`config.mk`:
```
export PLATFORM = sky130hd
export DESIGN_NAME = pff_feedforward_limit
export DESIGN_NICKNAME = d
export VERILOG_FILES = /design/src/verilog/pff_pkg.sv /design/src/verilog/pff_feedforward_limit.sv /design/src/verilog/pff_phase.sv
export SDC_FILE = /design/constraint.sdc
export NUM_CORES = 2
export LEC_CHECK = 0
export BUFFER_PORTS_ARGS = -buffer_cell sky130_fd_sc_hd__buf_4
export CAP_MARGIN = 15
export CORE_AREA = 2 2 237 239
export DETAILED_ROUTE_END_ITERATION = 10
export DIE_AREA = 0 0 239 241
export PLACE_DENSITY = 0.8
export SLEW_MARGIN = 40
export SYNTH_ARGS = -nofsm -noshare
export SYNTH_HDL_FRONTEND = slang
export SYNTH_SLANG_ARGS = --single-unit
```
`constraint.sdc`:
```
create_clock -name clock -period 72.7 [get_ports clock]
set_input_delay 10.905 -clock clock [delete_from_list [all_inputs] [get_ports clock]]
set_output_delay 10.905 -clock clock [all_outputs]
set_load 0.05 [all_outputs]
```
`src/verilog/pff_pkg.sv`:
```
/*
 Shared constants and types for the interleaved PFC feed-forward and peak-limit logic.
 Assumes voltages arrive as millivolt codes and currents as codes in the reference's units.
*/
package pff_pkg;
    localparam int PFF_MV_W = 12;
    localparam int PFF_CUR_W = 20;
    localparam int PFF_LEVELS = 8;
    localparam int PFF_THRESH = PFF_LEVELS - 1;
    // Rising thresholds, level 2 up to level 8
    localparam logic [PFF_THRESH-1:0][PFF_MV_W-1:0] PFF_RISE_MV = {
        12'ha28, 12'h8ca, 12'h79e, 12'h672, 12'h578, 12'h4b0, 12'h3e8};
    localparam int PFF_HYST_PCT = 32'h5f;
    // Factors scaled by one thousand, level 1 at index 0
    localparam logic [PFF_LEVELS-1:0][PFF_MV_W-1:0] PFF_KFF_MILLI = {
        12'hf11, 12'hb6a, 12'h897, 12'h644, 12'h484, 12'h347, 12'h258, 12'h18e};
    localparam logic [PFF_MV_W-1:0] PFF_ZC_MV = 12'h2bc;
    localparam logic [PFF_MV_W-1:0] PFF_EA_OFFSET_MV = 12'h3e8;
    localparam logic [4:0] PFF_MULT_GAIN = 5'h11;
    localparam int PFF_CLK_PERIOD_NS = 32'h8;
    localparam int PFF_ZC_TIME_NS = 32'hc350;
    localparam int PFF_ZC_CYCLES = (PFF_ZC_TIME_NS + PFF_CLK_PERIOD_NS - 1) / PFF_CLK_PERIOD_NS;
    localparam logic [2:0] PFF_LEVEL_RESET = 3'h0;

    typedef enum logic [1:0] {PH_OFF, PH_ON, PH_LIMIT} pff_phase_state_t;

    typedef struct packed {
        logic gate;
        logic limited;
    } pff_phase_t;
endpackage : pff_pkg

```
`src/verilog/pff_feedforward_limit.sv`:
```
/*
 Top of the interleaved PFC control logic: period timing, feed-forward level selection,
 multiplier reference and two phase channels.
 Assumes voltage and current codes are synchronous samples; comparator bits may be asynchronous.
*/
// How it works
// - Peak comparator trip turns phase gate off
// - Tripped gate stays off until next period
// - Seven thresholds select one of eight levels
// - Rising thresholds 1.0 to 2.6 volts
// - Reference is 17 times line times excess over factor
// - Falling thresholds sit five percent lower
// - Rise promptly, fall only after zero crossing
// - Zero crossing: below 0.7 V 50 us
// - On-time uses sensed current, off-time synthesized
// - Output below input gives zero down-slope
// - Duty resumes once input falls below output
// - Open output voltage sense reads low, stays safe
// - Phase B starts half a period after A
`timescale 1ns/100ps
`default_nettype none
module pff_feedforward_limit
    import pff_pkg::*;
#(
    parameter int PERIOD_CYCLES = 1250,
    parameter int ZC_CYCLES = PFF_ZC_CYCLES,
    parameter int SLOPE_SHIFT = 0
)
(
    input wire logic clock,
    input wire logic reset,
    input wire logic [PFF_MV_W-1:0] lineVoltageSense,
    input wire logic [PFF_MV_W-1:0] outputVoltageSense,
    input wire logic [PFF_MV_W-1:0] errorAmpOutput,
    input wire logic [PFF_CUR_W-1:0] currentSensePhaseA,
    input wire logic [PFF_CUR_W-1:0] currentSensePhaseB,
    input wire logic peakLimitTripA,
    input wire logic peakLimitTripB,
    output logic gateOutPhaseA,
    output logic gateOutPhaseB,
    output logic [1:0] peakLimited,
    output logic [2:0] quantizedFeedforwardLevel,
    output logic [PFF_CUR_W-1:0] multiplierReferenceOut
);
    localparam int HALF = PERIOD_CYCLES / 2;

    if (PERIOD_CYCLES < 4 || PERIOD_CYCLES > 65535 || ZC_CYCLES < 2 || ZC_CYCLES > 65535
        || SLOPE_SHIFT < 0 || SLOPE_SHIFT > 7)
    begin : g_check
        $error("pff_feedforward_limit: unsupported parameter value");
    end

    logic [15:0] perCnt_q;
    logic [15:0] zcCnt_q;
    logic [PFF_MV_W-1:0] peak_q;
    logic [2:0] level_q;
    logic [PFF_CUR_W-1:0] slope_q;
    logic enable_q;
    logic [1:0] periodStart;
    logic lineLow;
    logic zcEvent;
    logic [PFF_THRESH-1:0] aboveRise;
    logic [PFF_THRESH-1:0] aboveFall;
    logic [2:0] riseLvl;
    logic [2:0] fallLvl;
    logic [PFF_MV_W-1:0] eaExcess;
    logic [28:0] product;
    logic [28:0] quotient;
    logic [PFF_CUR_W-1:0] slopeRaw;
    pff_phase_t status [2];
    logic [PFF_CUR_W-1:0] csCode [2];
    logic [1:0] tripRaw;

    // Period timing, phase B offset by half a period
    always_ff @(posedge clock or posedge reset)
    begin
        if (reset)
            perCnt_q <= '0;
        else if (perCnt_q == 16'(PERIOD_CYCLES - 1))
            perCnt_q <= '0;
        else
            perCnt_q <= perCnt_q + 16'h0001;
    end

    assign periodStart[0] = (perCnt_q == 16'h0000);
    assign periodStart[1] = (perCnt_q == 16'(HALF));

    // Zero-crossing filter
    assign lineLow = (lineVoltageSense < PFF_ZC_MV);
    assign zcEvent = lineLow && (zcCnt_q == 16'(ZC_CYCLES - 1));

    always_ff @(posedge clock or posedge reset)
    begin
        if (reset)
            zcCnt_q <= '0;
        else if (!lineLow)
            zcCnt_q <= '0;
        else if (zcCnt_q < 16'(ZC_CYCLES))
            zcCnt_q <= zcCnt_q + 16'h0001;
    end

    // Peak held over one half line cycle
    always_ff @(posedge clock or posedge reset)
    begin
        if (reset)
            peak_q <= '0;
        else if (zcEvent)
            peak_q <= lineVoltageSense;
        else if (lineVoltageSense > peak_q)
            peak_q <= lineVoltageSense;
    end

    for (genvar i = 0; i < PFF_THRESH; i++)
    begin : g_thresh
        localparam logic [PFF_MV_W-1:0] FALL_MV = PFF_MV_W'(PFF_RISE_MV[i] * PFF_HYST_PCT / 100);
        assign aboveRise[i] = (lineVoltageSense >= PFF_RISE_MV[i]);
        assign aboveFall[i] = (peak_q >= FALL_MV);
    end

    always_comb
    begin
        riseLvl = 3'h0;
        fallLvl = 3'h0;
        for (int k = 0; k < PFF_THRESH; k++)
        begin
            riseLvl = riseLvl + {2'h0, aboveRise[k]};
            fallLvl = fallLvl + {2'h0, aboveFall[k]};
        end
    end

    always_ff @(posedge clock or posedge reset)
    begin
        if (reset)
            level_q <= PFF_LEVEL_RESET;
        else if (riseLvl > level_q)
            level_q <= riseLvl;
        else if (zcEvent && fallLvl < level_q)
            level_q <= fallLvl;
    end

    // Multiplier reference
    assign eaExcess = (errorAmpOutput > PFF_EA_OFFSET_MV) ? errorAmpOutput - PFF_EA_OFFSET_MV : '0;
    assign product = 29'(PFF_MULT_GAIN) * 29'(lineVoltageSense) * 29'(eaExcess);
    assign quotient = product / {17'h0, PFF_KFF_MILLI[level_q]};

    always_ff @(posedge clock or posedge reset)
    begin
        if (reset)
            multiplierReferenceOut <= '0;
        else
            multiplierReferenceOut <= quotient[PFF_CUR_W-1:0];
    end

    // Synthesizer slope and open output-sense guard
    assign slopeRaw = (outputVoltageSense > lineVoltageSense)
        ? PFF_CUR_W'(outputVoltageSense - lineVoltageSense) << SLOPE_SHIFT : '0;

    always_ff @(posedge clock or posedge reset)
    begin
        if (reset)
        begin
            slope_q <= '0;
            enable_q <= 1'b0;
        end
        else
        begin
            slope_q <= slopeRaw;
            enable_q <= (outputVoltageSense != '0);
        end
    end

    assign csCode[0] = currentSensePhaseA;
    assign csCode[1] = currentSensePhaseB;
    assign tripRaw = {peakLimitTripB, peakLimitTripA};

    for (genvar p = 0; p < 2; p++)
    begin : g_phase
        pff_phase u_phase (
            .clock(clock),
            .reset(reset),
            .periodStart(periodStart[p]),
            .enable(enable_q),
            .overLimitRaw(tripRaw[p]),
            .currentSense(csCode[p]),
            .reference(multiplierReferenceOut),
            .slope(slope_q),
            .status(status[p])
        );
        assign peakLimited[p] = status[p].limited;
    end

    assign gateOutPhaseA = status[0].gate;
    assign gateOutPhaseB = status[1].gate;
    assign quantizedFeedforwardLevel = level_q;
endmodule : pff_feedforward_limit
`default_nettype wire

```
`src/verilog/pff_phase.sv`:
```
/*
 One PWM phase: peak-limit latch, current synthesizer and gate flip-flop.
 Assumes periodStart pulses once per PWM period and slope is zero when output is below input.
*/
`timescale 1ns/100ps
`default_nettype none
module pff_phase
    import pff_pkg::*;
(
    input wire logic clock,
    input wire logic reset,
    input wire logic periodStart,
    input wire logic enable,
    input wire logic overLimitRaw,
    input wire logic [PFF_CUR_W-1:0] currentSense,
    input wire logic [PFF_CUR_W-1:0] reference,
    input wire logic [PFF_CUR_W-1:0] slope,
    output pff_phase_t status
);
    logic overLimitS1_q;
    logic overLimit_q;
    pff_phase_state_t state_q;
    pff_phase_state_t state_d;
    logic [PFF_CUR_W-1:0] synth_q;

    // Comparator synchroniser
    always_ff @(posedge clock or posedge reset)
    begin
        if (reset)
        begin
            overLimitS1_q <= 1'b0;
            overLimit_q <= 1'b0;
        end
        else
        begin
            overLimitS1_q <= overLimitRaw;
            overLimit_q <= overLimitS1_q;
        end
    end

    always_comb
    begin
        state_d = state_q;
        if (periodStart)
        begin
            // Trip seen at a period start wins over the restart
            if (overLimit_q)
                state_d = PH_LIMIT;
            else if (enable && synth_q <= reference)
                state_d = PH_ON;
            else
                state_d = PH_OFF;
        end
        else
        begin
            unique case (state_q)
                PH_ON:
                begin
                    if (overLimit_q)
                        state_d = PH_LIMIT;
                    else if (currentSense > reference)
                        state_d = PH_OFF;
                end
                PH_LIMIT: state_d = PH_LIMIT;
                PH_OFF: state_d = PH_OFF;
                default: state_d = PH_OFF;
            endcase
        end
    end

    always_ff @(posedge clock or posedge reset)
    begin
        if (reset)
        begin
            state_q <= PH_OFF;
            status <= '0;
        end
        else
        begin
            state_q <= state_d;
            status.gate <= (state_d == PH_ON);
            status.limited <= (state_d == PH_LIMIT);
        end
    end

    // Measured current while on, synthesized down-slope while off
    always_ff @(posedge clock or posedge reset)
    begin
        if (reset)
            synth_q <= '0;
        else if (state_q == PH_ON)
            synth_q <= currentSense;
        else if (synth_q > slope)
            synth_q <= synth_q - slope;
        else
            synth_q <= '0;
    end
endmodule : pff_phase
`default_nettype wire

```
==> impl_metrics.yaml <==
setup_path:
  path_max_fanout: 10
  critical_path.max_stage_delay_ns: 0.58
  worstSetupEndpoint: "multiplierReferenceOut[0]"
  timing.critical_path.arrival_ns: 76.06
  start_kind: "input pin"
  timing.critical_path.mode_cell: "sky130_fd_sc_hd__o21a_1"
  timing.reg2reg.worst_path_depth: 356
  crit_required_ns: 73.02
  critPathSlowestCell: "sky130_fd_sc_hd__fa_1"
  timing.rr.start: "quantizedFeedforwardLevel[1]"
  crit_type: "input pin to flip-flop"
  rrSetupSlack_ns: 11.54
  timing.critical_path.from: "lineVoltageSense[1]"
  worstReg2RegEnd: "multiplierReferenceOut[0]"
  endpoint_kind: "flip-flop"
die:
  dieHeight_um: 241
  die_width_um: 239
  design.core.area_um2: 54880
  fp-row-count: 86
  dieArea_um2: 57600
  start_util_pct: 59.66
  design.portCount: 107
timing:
  fmaxAchievable_mhz: 13.20
  finalMaxSlewViolations: 0
  report.final.hold_viol_count: 0
  finalWorstPathRequiredPeriod_ns: 75.75
  max_slew_margin_pct: 42.38
  worst_clock_skew_ns: 0.01576
  whs_ns: 0.3559
  timing.final.ws_setup_ns: -3.046
  fin_tns_setup_ns: -3.046
  rsz0062_at_grt: "true"
  finalCritPeriodShare_pct: 104.2
  setup_viol_count_final: 1
  tightest_slew_ns: 0.8643
drt:
  wl_met2_um: 54520
  wl_per_cell_um: 19.90
  viasPerCell: 6.319
  detailroute.via_count: 37599
  drc_errors: 0
  dr.pass1.iters: 8
  detail_route.iter0.violations: 3297
  detailroute.wirelength.met3_um: 10340
  route.top_layer_used: "met5"
  wl_met1_um: 45780
  final_antenna_net_count: 0
  detail_route.wirelength_um: 118400
place:
  detailed_place_hpwl_um: 89350
  placed_area_um2: 40880
  globalplace.congestion: 1.003
  port-buffer-count: 106
outcome:
  failed_checks: "negative setup slack"
  status: "finished, violations left"
logic_synthesis:
  synth_mux_area_share_pct: 3.191
  total_of_warnings_raised_by_yosys: 0
  synth_seq_cells: 133
  dominantRegCellSynth: "sky130_fd_sc_hd__dfrtp_1"
  combinational_family_with_the_most_area_after_synthesis: "adder cells"
  asyncSetResetFlopFracSynth_pct: 100.0
  synth_compound_gate_area_share_pct: 25.18
  synthesis.area_um2: 32740
  synthMostInstantiatedCell: "sky130_fd_sc_hd__ha_1"
  synth.yosys.seq_area_share_pct: 10.17
  synthTopCellsByArea: "sky130_fd_sc_hd__ha_1 19%, sky130_fd_sc_hd__dfrtp_1 10%, sky130_fd_sc_hd__fa_1 9.9%"
  post_synth_and_or_nand_nor_area_fraction_pct: 21.42
  yosys.area_share.xor_xnor_pct: 5.832
  synth-adder-area-share_pct: 29.12
  synth_nets: 4915
  netlist.top_cell.by_area: "sky130_fd_sc_hd__ha_1"
  synth.top_cells.by_count: "502 x sky130_fd_sc_hd__ha_1, 430 x sky130_fd_sc_hd__nand2_1, 317 x sky130_fd_sc_hd__inv_1"
  synth_edf_count: 0
  synth.lib_cells_used.distinct: 115
  postSynthCellCount: 4171
  proportion_of_netlist_area_held_by_the_largest_area_contributor_pct: 19.18
  synthesis.area_per_instance_um2: 7.850
final_layout:
  area.growth.synth_to_final_pct: 34.56
  fillerInstances: 3583
  diodes: 0
  num-nets-final: 5977
  sequential_cell_area_um2: 3329
  post_route_cells_drive_above_1_share_pct: 29.78
  multi_input_logic_area_um2: 29230
  final_standard_cell_area_without_fillers_um2: 44060
  finalCoreUtilization_pct: 80.28
cts:
  hold_buffers: 0
  worst_setup_hold_path_clk_slew_ns: 0.07
  cts_made_buffers: 17
  cts_sinks: 133
  clk_latency_ns: 0.45
  htree_levels: 4
  tritoncts_clock_tree: "built"
  clock_tree.buffer_depth: 2
  clock-root-buffer: "sky130_fd_sc_hd__clkbuf_16"
global_route:
  grt_pass1_wl_um: 185000
  grt_usage_pct: 39.67
  grt_max_degree: 73
  antenna_violations_before_repair: 5
  number_of_global_route_vias_before_repair: 36800
  leftover_overflow_at_the_end_of_global_routing: 0
hold_path:
  worst_hold_path_type: "flip-flop to flip-flop"
flow_run:
  drv.max_cap_violation_count: 0
## flip-flops by register name, summed over array words and instances, names as in the netlist
| register | count |
|---|---|
| enable_q | 1 |
| g_phase.u_phase.overLimitS1_q | 2 |
| g_phase.u_phase.overLimit_q | 2 |
| g_phase.u_phase.state_q | 4 |
| g_phase.u_phase.status | 4 |
| g_phase.u_phase.synth_q | 40 |
| multiplierReferenceOut | 20 |
| peak_q | 12 |
| perCnt_q | 16 |
| quantizedFeedforwardLevel | 3 |
| slope_q | 13 |
| zcCnt_q | 16 |
## logic make-up after synthesis
logic type      after synthesis
simple gates               1426
compound gates             1203
fa+ha+maj                   665
mux                          91
xor+xnor                    218
buf+inv                     435
flops                       133
## what timing repair did
action | 4_1_cts | 5_1_grt
pin swaps | 123 | 113
gates cloned | 3 | 0
gates resized for setup | 98 | 101
endpoints found under the setup margin | 1 | 2
setup buffers | 146 | 61
## how the worst min path moves through the flow
stage,startpoint,slack [ns],cells after the start,to
floorplan,g_phase[0].u_phase.overLimitS1_q,0.33,0,g_phase[0].u_phase.overLimit_q
global placement,g_phase[0].u_phase.overLimitS1_q,0.33,0,g_phase[0].u_phase.overLimit_q
detailed placement,g_phase[0].u_phase.overLimitS1_q,0.34,0,g_phase[0].u_phase.overLimit_q
CTS,g_phase[0].u_phase.overLimitS1_q,0.36,0,g_phase[0].u_phase.overLimit_q
global route,g_phase[0].u_phase.overLimitS1_q,0.36,0,g_phase[0].u_phase.overLimit_q
finish,g_phase[0].u_phase.overLimitS1_q,0.36,0,g_phase[0].u_phase.overLimit_q
## cell usage in the layout (no fill, tap or decap), types with 17 or more instances in the layout
cell type,n
sky130_fd_sc_hd__buf_4,1123
sky130_fd_sc_hd__ha_1,474
sky130_fd_sc_hd__nand2_1,419
sky130_fd_sc_hd__inv_1,311
sky130_fd_sc_hd__nor2_1,250
sky130_fd_sc_hd__a21oi_1,196
sky130_fd_sc_hd__nor3_1,193
sky130_fd_sc_hd__o21ai_0,182
sky130_fd_sc_hd__fa_1,159
sky130_fd_sc_hd__o21a_1,155
sky130_fd_sc_hd__a21o_1,149
sky130_fd_sc_hd__dfrtp_1,132
sky130_fd_sc_hd__xnor2_1,131
sky130_fd_sc_hd__nand4_1,85
sky130_fd_sc_hd__xor2_1,81
sky130_fd_sc_hd__o31ai_1,78
sky130_fd_sc_hd__nand3_1,71
sky130_fd_sc_hd__and2_1,68
sky130_fd_sc_hd__a21oi_2,49
sky130_fd_sc_hd__nor2b_1,48
sky130_fd_sc_hd__nand2b_1,47
sky130_fd_sc_hd__mux2_2,44
sky130_fd_sc_hd__or3_1,33
sky130_fd_sc_hd__o211ai_1,32
sky130_fd_sc_hd__and3_1,32
sky130_fd_sc_hd__o21ai_1,31
sky130_fd_sc_hd__a31oi_1,28
sky130_fd_sc_hd__o21bai_1,28
sky130_fd_sc_hd__a211oi_1,26
sky130_fd_sc_hd__mux2i_1,24
sky130_fd_sc_hd__ha_4,24
sky130_fd_sc_hd__nor4_1,21
sky130_fd_sc_hd__or2_2,21
sky130_fd_sc_hd__nor2_2,20
sky130_fd_sc_hd__clkbuf_16,17
sky130_fd_sc_hd__buf_6,17
## worst max-delay path, delay by kind of cell
kind / cells / cell delay (ns)
mux: 5 / 1.41
fa+ha+maj: 29 / 9.66
simple gates: 75 / 11.43
buf+inv: 87 / 10.68
compound gates: 182 / 31.08
xor+xnor: 4 / 0.76
## layout make-up
class,instances,share of cell area [%]
Inverter,332,2.897
Clock buffer,17,0.9656
Sequential cell,133,7.557
Timing Repair Buffer,1144,19.78
Timing Repair inverter,2,0.03692
Tap cell,704,1.999
Clock inverter,15,0.4146
Multi-Input combinational cell,3603,66.35
## metrics by stage
| stage | cells | setup slack, ns |
|---|---|---|
| 6_report | 5950 | -3.046 |
| 3_3_place_gp | 5708 | -0.4656 |
| 5_1_grt | 5950 | -5.989 |
| 3_5_place_dp | 5708 | -2.546 |
| 4_1_cts | 5889 | -0.8129 |
| 2_1_floorplan | 4171 | -4.452 |
## layer usage
layer | global-route usage [%] | up-vias
met4 | 22.01 | 4
met5 | 0 | -
met2 | 67.20 | 1994
met3 | 6.382 | 604
met1 | 48.19 | 17696
li1 | - | 17301
Power is left out: the tool's default activity adds up to more than one toggle a clock period on the data nets, which glitch-free logic cannot reach.
